$ cat src/design/psrc_defines.svh
// Purpose: Offsets, field positions and reset values of the reset bank
// Assumes: Included by bare name from design files
// Notes:   Definitions only
`ifndef PSRC_DEFINES_SVH
`define PSRC_DEFINES_SVH

// Register byte offsets in the system-control space
`define PSRC_OFF_SERIAL_TIMER 12'h044
`define PSRC_OFF_PORTS_DMA    12'h048
// Reset value of both registers
`define PSRC_RESET_VAL        32'h0000_0000
// Implemented bits of the first register
`define PSRC_BIT_CNT2         18
`define PSRC_BIT_CNT1         17
`define PSRC_BIT_CNT0         16
`define PSRC_BIT_TWOWIRE      12
`define PSRC_BIT_SYNC         4
`define PSRC_BIT_ASYNC        0
`define PSRC_IMPL_ST          32'h0007_1011
// Implemented bits of the second register
`define PSRC_BIT_DMA          13
`define PSRC_BIT_PORT_E       4
`define PSRC_BIT_PORT_D       3
`define PSRC_BIT_PORT_C       2
`define PSRC_BIT_PORT_B       1
`define PSRC_BIT_PORT_A       0
`define PSRC_IMPL_PD          32'h0000_201F

`endif

$ cat src/design/psrc_pkg.sv
// Purpose: Shared types of the peripheral soft reset bank
// Assumes: Nothing
// Notes:   Constants live in psrc_defines.svh
package psrc_pkg;
  // One 32-bit register word
  typedef logic [31:0] psrc_word_t;
  // Register bus address
  typedef logic [11:0] psrc_addr_t;
endpackage : psrc_pkg

$ cat src/design/psrc_reg.sv
// Purpose: One masked software reset control register
// Assumes: Synchronous active-high reset
// Notes:   Write masked by implemented bits and by capability bits
`include "psrc_defines.svh"
module psrc_reg
  import psrc_pkg::*;
#(
  parameter psrc_word_t IMPL = 32'h0000_0000
) (
  input  wire logic       clk,
  input  wire logic       rst,
  input  wire logic       wr_en,
  input  wire psrc_word_t wr_data,
  input  wire psrc_word_t cap_mask,
  output psrc_word_t      value
);
  psrc_word_t value_q; // Stored bits
  psrc_word_t value_d; // Next value

  // Only present, implemented bits follow the write; others are written as zero
  always_comb begin
    value_d = value_q;
    if (wr_en) begin
      value_d = wr_data & cap_mask & IMPL;
    end
  end

  // Clears to zero on reset
  always_ff @(posedge clk) begin
    if (rst) begin
      value_q <= `PSRC_RESET_VAL;
    end else begin
      value_q <= value_d;
    end
  end

  assign value = value_q;
endmodule : psrc_reg

$ cat src/design/psrc_top.sv
// Purpose: Software-controlled per-unit reset bank
// Assumes: Strobes one cycle long, never together; 100 MHz CLK
// Notes:   Reset outputs are active high and registered
//          A read in the cycle of a write returns the old word
// Summary of operation
// - Two 32-bit registers, read/write, reset zero
// - Writes masked by capability bits
// - Bits 18..16 reset counters two..zero
// - Bit 12 resets two-wire unit
// - Bit 4 resets synchronous serial unit
// - Bit 0 resets asynchronous serial unit
// - Second register bit 13 resets DMA
// - Second register bits 4..0 reset ports E..A
// - Unassigned bits read-only, read zero
//
// Chosen here: the plain strobed port.
`include "psrc_defines.svh"
module psrc_top
  import psrc_pkg::*;
(
  // Clock and synchronous reset
  input  wire logic       CLK,
  input  wire logic       RST,
  // Register bus
  input  wire psrc_addr_t ADDR,
  input  wire psrc_word_t WDATA,
  input  wire logic       WR,
  input  wire logic       RD,
  output psrc_word_t      RDATA,
  // Capability words, kept outside the bank
  input  wire psrc_word_t CAPABILITY_MASK_SECOND,
  input  wire psrc_word_t CAPABILITY_MASK_FOURTH,
  // One active-high reset line per unit
  output logic            GP_COUNTER_TWO_RESET,
  output logic            GP_COUNTER_ONE_RESET,
  output logic            GP_COUNTER_ZERO_RESET,
  output logic            TWOWIRE_UNIT_RESET,
  output logic            SYNC_SERIAL_RESET,
  output logic            ASYNC_SERIAL_RESET,
  output logic            DMA_UNIT_RESET,
  output logic            PORT_E_RESET,
  output logic            PORT_D_RESET,
  output logic            PORT_C_RESET,
  output logic            PORT_B_RESET,
  output logic            PORT_A_RESET
);
  psrc_word_t st_val;  // Serial/timer register contents
  psrc_word_t pd_val;  // Ports/DMA register contents
  psrc_word_t rdata_q; // Read data, valid the cycle after RD
  logic       wr_st;   // Write hits the first register
  logic       wr_pd;   // Write hits the second register

  // Address decode; unmapped writes are dropped
  assign wr_st = WR && (ADDR == `PSRC_OFF_SERIAL_TIMER);
  assign wr_pd = WR && (ADDR == `PSRC_OFF_PORTS_DMA);

  // First register, masked by the second capability word
  psrc_reg #(
    .IMPL (`PSRC_IMPL_ST)
  ) u_st (
    .clk      (CLK),
    .rst      (RST),
    .wr_en    (wr_st),
    .wr_data  (WDATA),
    .cap_mask (CAPABILITY_MASK_SECOND),
    .value    (st_val)
  );

  // Second register, masked by the fourth capability word
  psrc_reg #(
    .IMPL (`PSRC_IMPL_PD)
  ) u_pd (
    .clk      (CLK),
    .rst      (RST),
    .wr_en    (wr_pd),
    .wr_data  (WDATA),
    .cap_mask (CAPABILITY_MASK_FOURTH),
    .value    (pd_val)
  );

  // Read port; unmapped addresses return zero
  always_ff @(posedge CLK) begin
    if (RST) begin
      rdata_q <= `PSRC_RESET_VAL;
    end else if (RD) begin
      case (ADDR)
        `PSRC_OFF_SERIAL_TIMER: rdata_q <= st_val;
        `PSRC_OFF_PORTS_DMA:    rdata_q <= pd_val;
        default:                rdata_q <= 32'h0000_0000;
      endcase
    end else begin
      // Data stand only in the cycle after the read
      rdata_q <= 32'h0000_0000;
    end
  end
  assign RDATA = rdata_q;

  // Reset lines follow the stored bits straight from the flops
  // A held bit keeps its unit in reset until software or RST clears it
  assign GP_COUNTER_TWO_RESET  = st_val[`PSRC_BIT_CNT2];
  assign GP_COUNTER_ONE_RESET  = st_val[`PSRC_BIT_CNT1];
  assign GP_COUNTER_ZERO_RESET = st_val[`PSRC_BIT_CNT0];
  assign TWOWIRE_UNIT_RESET    = st_val[`PSRC_BIT_TWOWIRE];
  assign SYNC_SERIAL_RESET     = st_val[`PSRC_BIT_SYNC];
  assign ASYNC_SERIAL_RESET    = st_val[`PSRC_BIT_ASYNC];
  assign DMA_UNIT_RESET        = pd_val[`PSRC_BIT_DMA];
  assign PORT_E_RESET          = pd_val[`PSRC_BIT_PORT_E];
  assign PORT_D_RESET          = pd_val[`PSRC_BIT_PORT_D];
  assign PORT_C_RESET          = pd_val[`PSRC_BIT_PORT_C];
  assign PORT_B_RESET          = pd_val[`PSRC_BIT_PORT_B];
  assign PORT_A_RESET          = pd_val[`PSRC_BIT_PORT_A];

  // Checks, all on the rising CLK edge. Properties that compare against
  // a write are disabled while RST is high: a reset edge clears the flops
  // whatever the bus is doing, so they would report false mismatches.

  // Reset leaves both words at zero one edge later
  property p_reset_zero;
    @(posedge CLK) RST |=> (st_val == `PSRC_RESET_VAL) &&
                           (pd_val == `PSRC_RESET_VAL);
  endproperty
  a_reset_zero: assert property (p_reset_zero)
    else $error("registers not zero after reset");

  // Reset also drops every unit line, so no unit stays held through it
  property p_reset_lines;
    @(posedge CLK) RST |=> !GP_COUNTER_TWO_RESET && !GP_COUNTER_ONE_RESET &&
                           !GP_COUNTER_ZERO_RESET && !TWOWIRE_UNIT_RESET &&
                           !SYNC_SERIAL_RESET && !ASYNC_SERIAL_RESET &&
                           !DMA_UNIT_RESET && !PORT_E_RESET &&
                           !PORT_D_RESET && !PORT_C_RESET &&
                           !PORT_B_RESET && !PORT_A_RESET;
  endproperty
  a_reset_lines: assert property (p_reset_lines)
    else $error("unit reset line high after reset");

  // A write to the first word keeps only present, implemented bits
  property p_st_mask;
    @(posedge CLK) disable iff (RST)
      wr_st |=> st_val == ($past(WDATA) & $past(CAPABILITY_MASK_SECOND)
                           & `PSRC_IMPL_ST);
  endproperty
  a_st_mask: assert property (p_st_mask)
    else $error("first register write not masked");

  // Same for the second word, against its own capability word
  property p_pd_mask;
    @(posedge CLK) disable iff (RST)
      wr_pd |=> pd_val == ($past(WDATA) & $past(CAPABILITY_MASK_FOURTH)
                           & `PSRC_IMPL_PD);
  endproperty
  a_pd_mask: assert property (p_pd_mask)
    else $error("second register write not masked");

  // An absent counter two never gets its line, whatever is written
  property p_absent_st;
    @(posedge CLK) disable iff (RST)
      wr_st && !CAPABILITY_MASK_SECOND[`PSRC_BIT_CNT2] |=>
        !GP_COUNTER_TWO_RESET;
  endproperty
  a_absent_st: assert property (p_absent_st)
    else $error("absent counter two put in reset");

  // An absent port E never gets its line, whatever is written
  property p_absent_pd;
    @(posedge CLK) disable iff (RST)
      wr_pd && !CAPABILITY_MASK_FOURTH[`PSRC_BIT_PORT_E] |=>
        !PORT_E_RESET;
  endproperty
  a_absent_pd: assert property (p_absent_pd)
    else $error("absent port E put in reset");

  // First word moves only on its own write; the reset edge is excluded
  property p_hold_st;
    @(posedge CLK) disable iff (RST)
      !RST && !wr_st |=> $stable(st_val);
  endproperty
  a_hold_st: assert property (p_hold_st)
    else $error("first register changed without a write");

  // Second word moves only on its own write; the reset edge is excluded
  property p_hold_pd;
    @(posedge CLK) disable iff (RST)
      !RST && !wr_pd |=> $stable(pd_val);
  endproperty
  a_hold_pd: assert property (p_hold_pd)
    else $error("second register changed without a write");

  // Unassigned positions never hold a one
  property p_reserved;
    @(posedge CLK) disable iff (RST)
      ((st_val & ~`PSRC_IMPL_ST) == 32'h0) &&
      ((pd_val & ~`PSRC_IMPL_PD) == 32'h0);
  endproperty
  a_reserved: assert property (p_reserved)
    else $error("reserved bit set");

  // Counter two follows bit 18 of the first word
  property p_timer_map;
    @(posedge CLK) disable iff (RST)
      wr_st |=> GP_COUNTER_TWO_RESET == $past(WDATA[18] &
                CAPABILITY_MASK_SECOND[18]);
  endproperty
  a_timer_map: assert property (p_timer_map)
    else $error("counter two reset mismatch");

  // Counters one and zero follow bits 17 and 16
  property p_timer_low;
    @(posedge CLK) disable iff (RST)
      wr_st |=> {GP_COUNTER_ONE_RESET, GP_COUNTER_ZERO_RESET} ==
                $past(WDATA[17:16] & CAPABILITY_MASK_SECOND[17:16]);
  endproperty
  a_timer_low: assert property (p_timer_low)
    else $error("counter one or zero reset mismatch");

  // Two-wire unit on bit 12, asynchronous serial unit on bit 0
  property p_serial_map;
    @(posedge CLK) disable iff (RST)
      wr_st |=> (TWOWIRE_UNIT_RESET == $past(WDATA[12] &
                 CAPABILITY_MASK_SECOND[12])) &&
                (ASYNC_SERIAL_RESET == $past(WDATA[0] &
                 CAPABILITY_MASK_SECOND[0]));
  endproperty
  a_serial_map: assert property (p_serial_map)
    else $error("serial reset mismatch");

  // Synchronous serial unit on bit 4
  property p_sync_map;
    @(posedge CLK) disable iff (RST)
      wr_st |=> SYNC_SERIAL_RESET == $past(WDATA[4] &
                CAPABILITY_MASK_SECOND[4]);
  endproperty
  a_sync_map: assert property (p_sync_map)
    else $error("sync serial reset mismatch");

  // DMA on bit 13 and port E on bit 4 of the second word
  property p_dma_map;
    @(posedge CLK) disable iff (RST)
      wr_pd |=> (DMA_UNIT_RESET == $past(WDATA[13] &
                 CAPABILITY_MASK_FOURTH[13])) &&
                (PORT_E_RESET == $past(WDATA[4] &
                 CAPABILITY_MASK_FOURTH[4]));
  endproperty
  a_dma_map: assert property (p_dma_map)
    else $error("dma or port reset mismatch");

  // Ports D down to A on bits 3 down to 0
  property p_port_map;
    @(posedge CLK) disable iff (RST)
      wr_pd |=> {PORT_D_RESET, PORT_C_RESET, PORT_B_RESET, PORT_A_RESET} ==
                $past(WDATA[3:0] & CAPABILITY_MASK_FOURTH[3:0]);
  endproperty
  a_port_map: assert property (p_port_map)
    else $error("port reset mismatch");

  // Writing a zero releases the unit on the next edge
  property p_release;
    @(posedge CLK) disable iff (RST)
      wr_st && !WDATA[`PSRC_BIT_ASYNC] |=> !ASYNC_SERIAL_RESET;
  endproperty
  a_release: assert property (p_release)
    else $error("async serial unit not released");

  // A held unit stays held until its word is written again
  property p_held;
    @(posedge CLK) disable iff (RST)
      !RST && !wr_pd && DMA_UNIT_RESET |=> DMA_UNIT_RESET;
  endproperty
  a_held: assert property (p_held)
    else $error("dma unit released without a write");

  // Read of the second word returns what stood at the strobe
  property p_read;
    @(posedge CLK) disable iff (RST)
      RD && ADDR == `PSRC_OFF_PORTS_DMA |=> RDATA == $past(pd_val);
  endproperty
  a_read: assert property (p_read)
    else $error("read data mismatch");

  // Read of the first word returns what stood at the strobe
  property p_read_st;
    @(posedge CLK) disable iff (RST)
      RD && ADDR == `PSRC_OFF_SERIAL_TIMER |=> RDATA == $past(st_val);
  endproperty
  a_read_st: assert property (p_read_st)
    else $error("first register read mismatch");

  // Reads of unmapped places return zero
  property p_read_unmapped;
    @(posedge CLK) disable iff (RST)
      RD && (ADDR != `PSRC_OFF_SERIAL_TIMER) &&
      (ADDR != `PSRC_OFF_PORTS_DMA) |=>
        RDATA == 32'h0000_0000;
  endproperty
  a_read_unmapped: assert property (p_read_unmapped)
    else $error("unmapped read not zero");

  // Read data stand only in the cycle after a read strobe
  property p_rdata_idle;
    @(posedge CLK) disable iff (RST)
      !RD |=> RDATA == 32'h0000_0000;
  endproperty
  a_rdata_idle: assert property (p_rdata_idle)
    else $error("read data outside read slot");

  // Main scenarios: a live write to each word, a write under an absent
  // capability word, a read straight after a write, and a release
  c_write_st: cover property (@(posedge CLK) wr_st ##1 st_val != 32'h0);
  c_write_pd: cover property (@(posedge CLK) wr_pd ##1 pd_val != 32'h0);
  c_absent: cover property (@(posedge CLK)
    wr_st && CAPABILITY_MASK_SECOND == 32'h0000_0000);
  c_back_to_back: cover property (@(posedge CLK) wr_pd ##1 RD);
  c_release: cover property (@(posedge CLK) $fell(DMA_UNIT_RESET));
endmodule : psrc_top

$ cat config.mk
export PLATFORM = sky130hd
export DESIGN_NAME = psrc_top
export DESIGN_NICKNAME = d
export VERILOG_FILES = /design/src/design/psrc_pkg.sv /design/src/design/psrc_reg.sv /design/src/design/psrc_top.sv
export VERILOG_INCLUDE_DIRS = /design/src /design/src/design
export SDC_FILE = /design/constraint.sdc
export NUM_CORES = 1
export LEC_CHECK = 0
export BUFFER_PORTS_ARGS = -buffer_cell sky130_fd_sc_hd__buf_2
export CAP_MARGIN = 20
export CORE_UTILIZATION = 33
export DETAILED_ROUTE_END_ITERATION = 12
export GPL_TIMING_DRIVEN = 1
export PLACE_DENSITY = 0.86
export SLEW_MARGIN = 20
export SYNTH_ARGS = -nofsm -noshare
export SYNTH_HDL_FRONTEND = slang
export SYNTH_SLANG_ARGS = --single-unit
$ cat constraint.sdc
create_clock -name CLK -period 3.8 [get_ports CLK]
set_clock_uncertainty 0.2 [all_clocks]
set_input_delay 0.19 -clock CLK [delete_from_list [all_inputs] [get_ports CLK]]
set_output_delay 0.19 -clock CLK [all_outputs]
set_load 0.005 [all_outputs]
==> run metrics <==
Clock Tree Buf Depth=2; largest cells by area after synthesis=dfxtp_1, buf_4, mux2i_1; Die X=60.5 um; Psw=91.5 uW; VDD IR max=0.204 mV; Inserted Diodes=0; DRC=0; Most common cell on crit path=dlygate4sd3_1; Leak Pwr=0.000744 uW; CP Data Required Time=3.84 ns; Startpoint Class=primary input; CTS Buf Count=3; flop2flop setup slack=2.91 ns; PortBufs=59; routability cong.=0.763; first-pass GRT wire length=4150 um; Max Slew Vio Count=0; Synth async-reset ratio=0%; largest net degree at the start of global routing=25; actual slew at the worst max-slew pin=0.626 ns; area grow syn2layout=45.4%; Yosys top cell area share=39.0%; R2R Path Start=u_pd.value[0]; Pwr per Cell Area=282 nW/um2; Worst-path clk slew=0.12 ns; initial core utilization=35.8%; worst min-delay path class=in -> reg; final hold violation count=0; dominant synthesized flop cell=dfxtp_1; Post-synth EDFFs=0; Critical Path Sink Type=flop; critical path depth=5; slew margin rel.=57.9%; worst slack at placement=1.65 ns; DRT Pass-1 Iters=3; sequential share of the synthesized area=39.0%; Die Y=60.5 um; fin crit period=2.25 ns; final setup margin=1.55 ns; slowest cell on the critical path=or4b_2; GR Overflow Total=0; worst-path cell chain=dlygate4sd3_1, buf_2, or4b_2, dlygate4sd3_1, nor3_1; switch share=19.8%; maxcap violations=0; Post-Syn Area=1130 um2; H-tree levels=1; Critical path origin=ADDR[0]; Buf/Inv on CP=3; final std cells w/o fill=237; root buffer cell=clkbuf_4; vias in the first global route=981; FMAX=445 MHz; critical path type=in -> reg; Site Rows=20; Final nets=306; CTS tree=built; Top Ports=156; area leader, netlist=dfxtp_1; WL final=2570 um; Yosys Warn Count=0; number of vias per cell=4.14; CP delay by family, top=buffers and inverters; Worst Path Max Fanout=3; final setup fails=0; overall routing resource usage=15.3%; Die ar.=3660 um2; Post-Place Cells=211; crit path capture=RDATA[0]; Yosys cell types=22; Antenna Violating Nets Remaining=0; critical path arrival=2.28 ns; Seq pwr share=49.8%; clock share of power=37.9%; Final Cycle Share=59.1%; Num Clock Sinks=22; share of layout cells above drive strength 1=35.8%; Worst R2R End=RDATA[0]; Synth Register Bits=22; RSZ-0062 raised after global routing=no; status=finished clean; core box area=3150 um2; R2R depth=2; clock latency on the worst-skew pair=0.30 ns; post-DR wirelength/cell=10.9 um; Internal Power=372 uW; Comb pwr share=12.3%; post-CTS sizing=0; setup TNS=0 ns; hpwl dp=1780 um; most common library cells after synthesis=buf_4, dfxtp_1, nand2b_1; Avg Cell Area, Syn=10.0 um2; cell count after synthesis=113; Worst path max stage delay=0.63 ns; Vias=982; initial antenna violation count=0; 1st-iter DRT viols=18
==> power by group through the flow <==
| stage | clock [uW] | combinational [uW] | sequential [uW] |
|---|---|---|---|
| global route | 197 | 63.5 | 231 |
| global placement | 0 | 39.9 | 236 |
| CTS | 183 | 55.8 | 231 |
| finish | 175 | 57.2 | 231 |
| floorplan | 0 | 36.5 | 236 |
| detailed placement | 0 | 40.5 | 236 |
==> kinds of logic after synthesis <==
| family | share of synthesized area [%] |
|---|---|
| buffers and inverters | 16.7 |
| and+or+nand+nor | 32.0 |
| AOI/OAI and AO/OA | 1.33 |
| DFF | 39.0 |
| muxes | 10.6 |
| other | 0.332 |
==> layout make-up <==
class	instances	area, um2
clock inverters	1	30.0
fillers	303	1510
flip-flops and latches	22	440
repair buffers	81	515
well taps	44	55.1
multi-input cells	86	579
clock buffers	3	22.5
==> cell usage in the layout, fill, tap and decap left out, drive strengths merged, types with 2 or more instances in the layout <==
master / n
nor2b: 4
nand2: 4
dlygate4sd3: 22
mux2i: 12
a22oi: 2
clkbuf: 3
nand2b: 14
and2: 8
conb: 22
buf: 59
nand3b: 8
nor3: 2
or4b: 3
dfxtp: 22
nor4: 3
==> worst min-delay path by stage <==
stage / depth (start not counted) / slack (ns) / end / from
2_1_floorplan: 2 / 0.13 / u_pd.value[0] / CAPABILITY_MASK_FOURTH[0]
3_3_place_gp: 3 / 0.24 / u_pd.value[0] / CAPABILITY_MASK_FOURTH[0]
3_5_place_dp: 3 / 0.25 / u_st.value[0] / CAPABILITY_MASK_SECOND[0]
4_1_cts: 4 / 0.05 / u_st.value[4] / WDATA[4]
5_1_grt: 4 / 0.06 / u_st.value[4] / WDATA[4]
6_report: 4 / 0.06 / u_st.value[4] / WDATA[4]
==> registers in the layout, summed over array words and instances (netlist names) <==
register    count
RDATA          10
u_st.value      6
u_pd.value      6
==> metal layers <==
metal	track usage, %	routed length (um)	vias to the layer above
li1	-	-	497
met1	16.5	1050	423
met2	28.7	1270	60
met4	2.92	27	0
met3	5.54	219	2
met5	0	0	-
==> stage by stage <==
step | utilization [%] | power, uW | cell area, um2 | hold slack [ns]
final | 52.1 | 463 | 1640 | 0.0641
after global routing | 52.1 | 492 | 1640 | 0.0643
after CTS | 52.1 | 469 | 1640 | 0.0487
after detailed placement | 43.5 | 276 | 1370 | 0.250
after global placement | 43.5 | 276 | 1370 | 0.240
after floorplan | - | 272 | 1210 | 0.132
==> worst register-to-register path, cell delays in order, from the launching register on <==
cell and delay [ns]:
dfxtp_1 0.39, a22oi_1 0.10, nor3_1 0.13
==> repair_timing <==
action                                 4_1_cts  5_1_grt
buffers inserted                             0        0
hold buffers                                22        0
endpoints found under the hold margin       14        0
(Power assumes the default switching activity.)
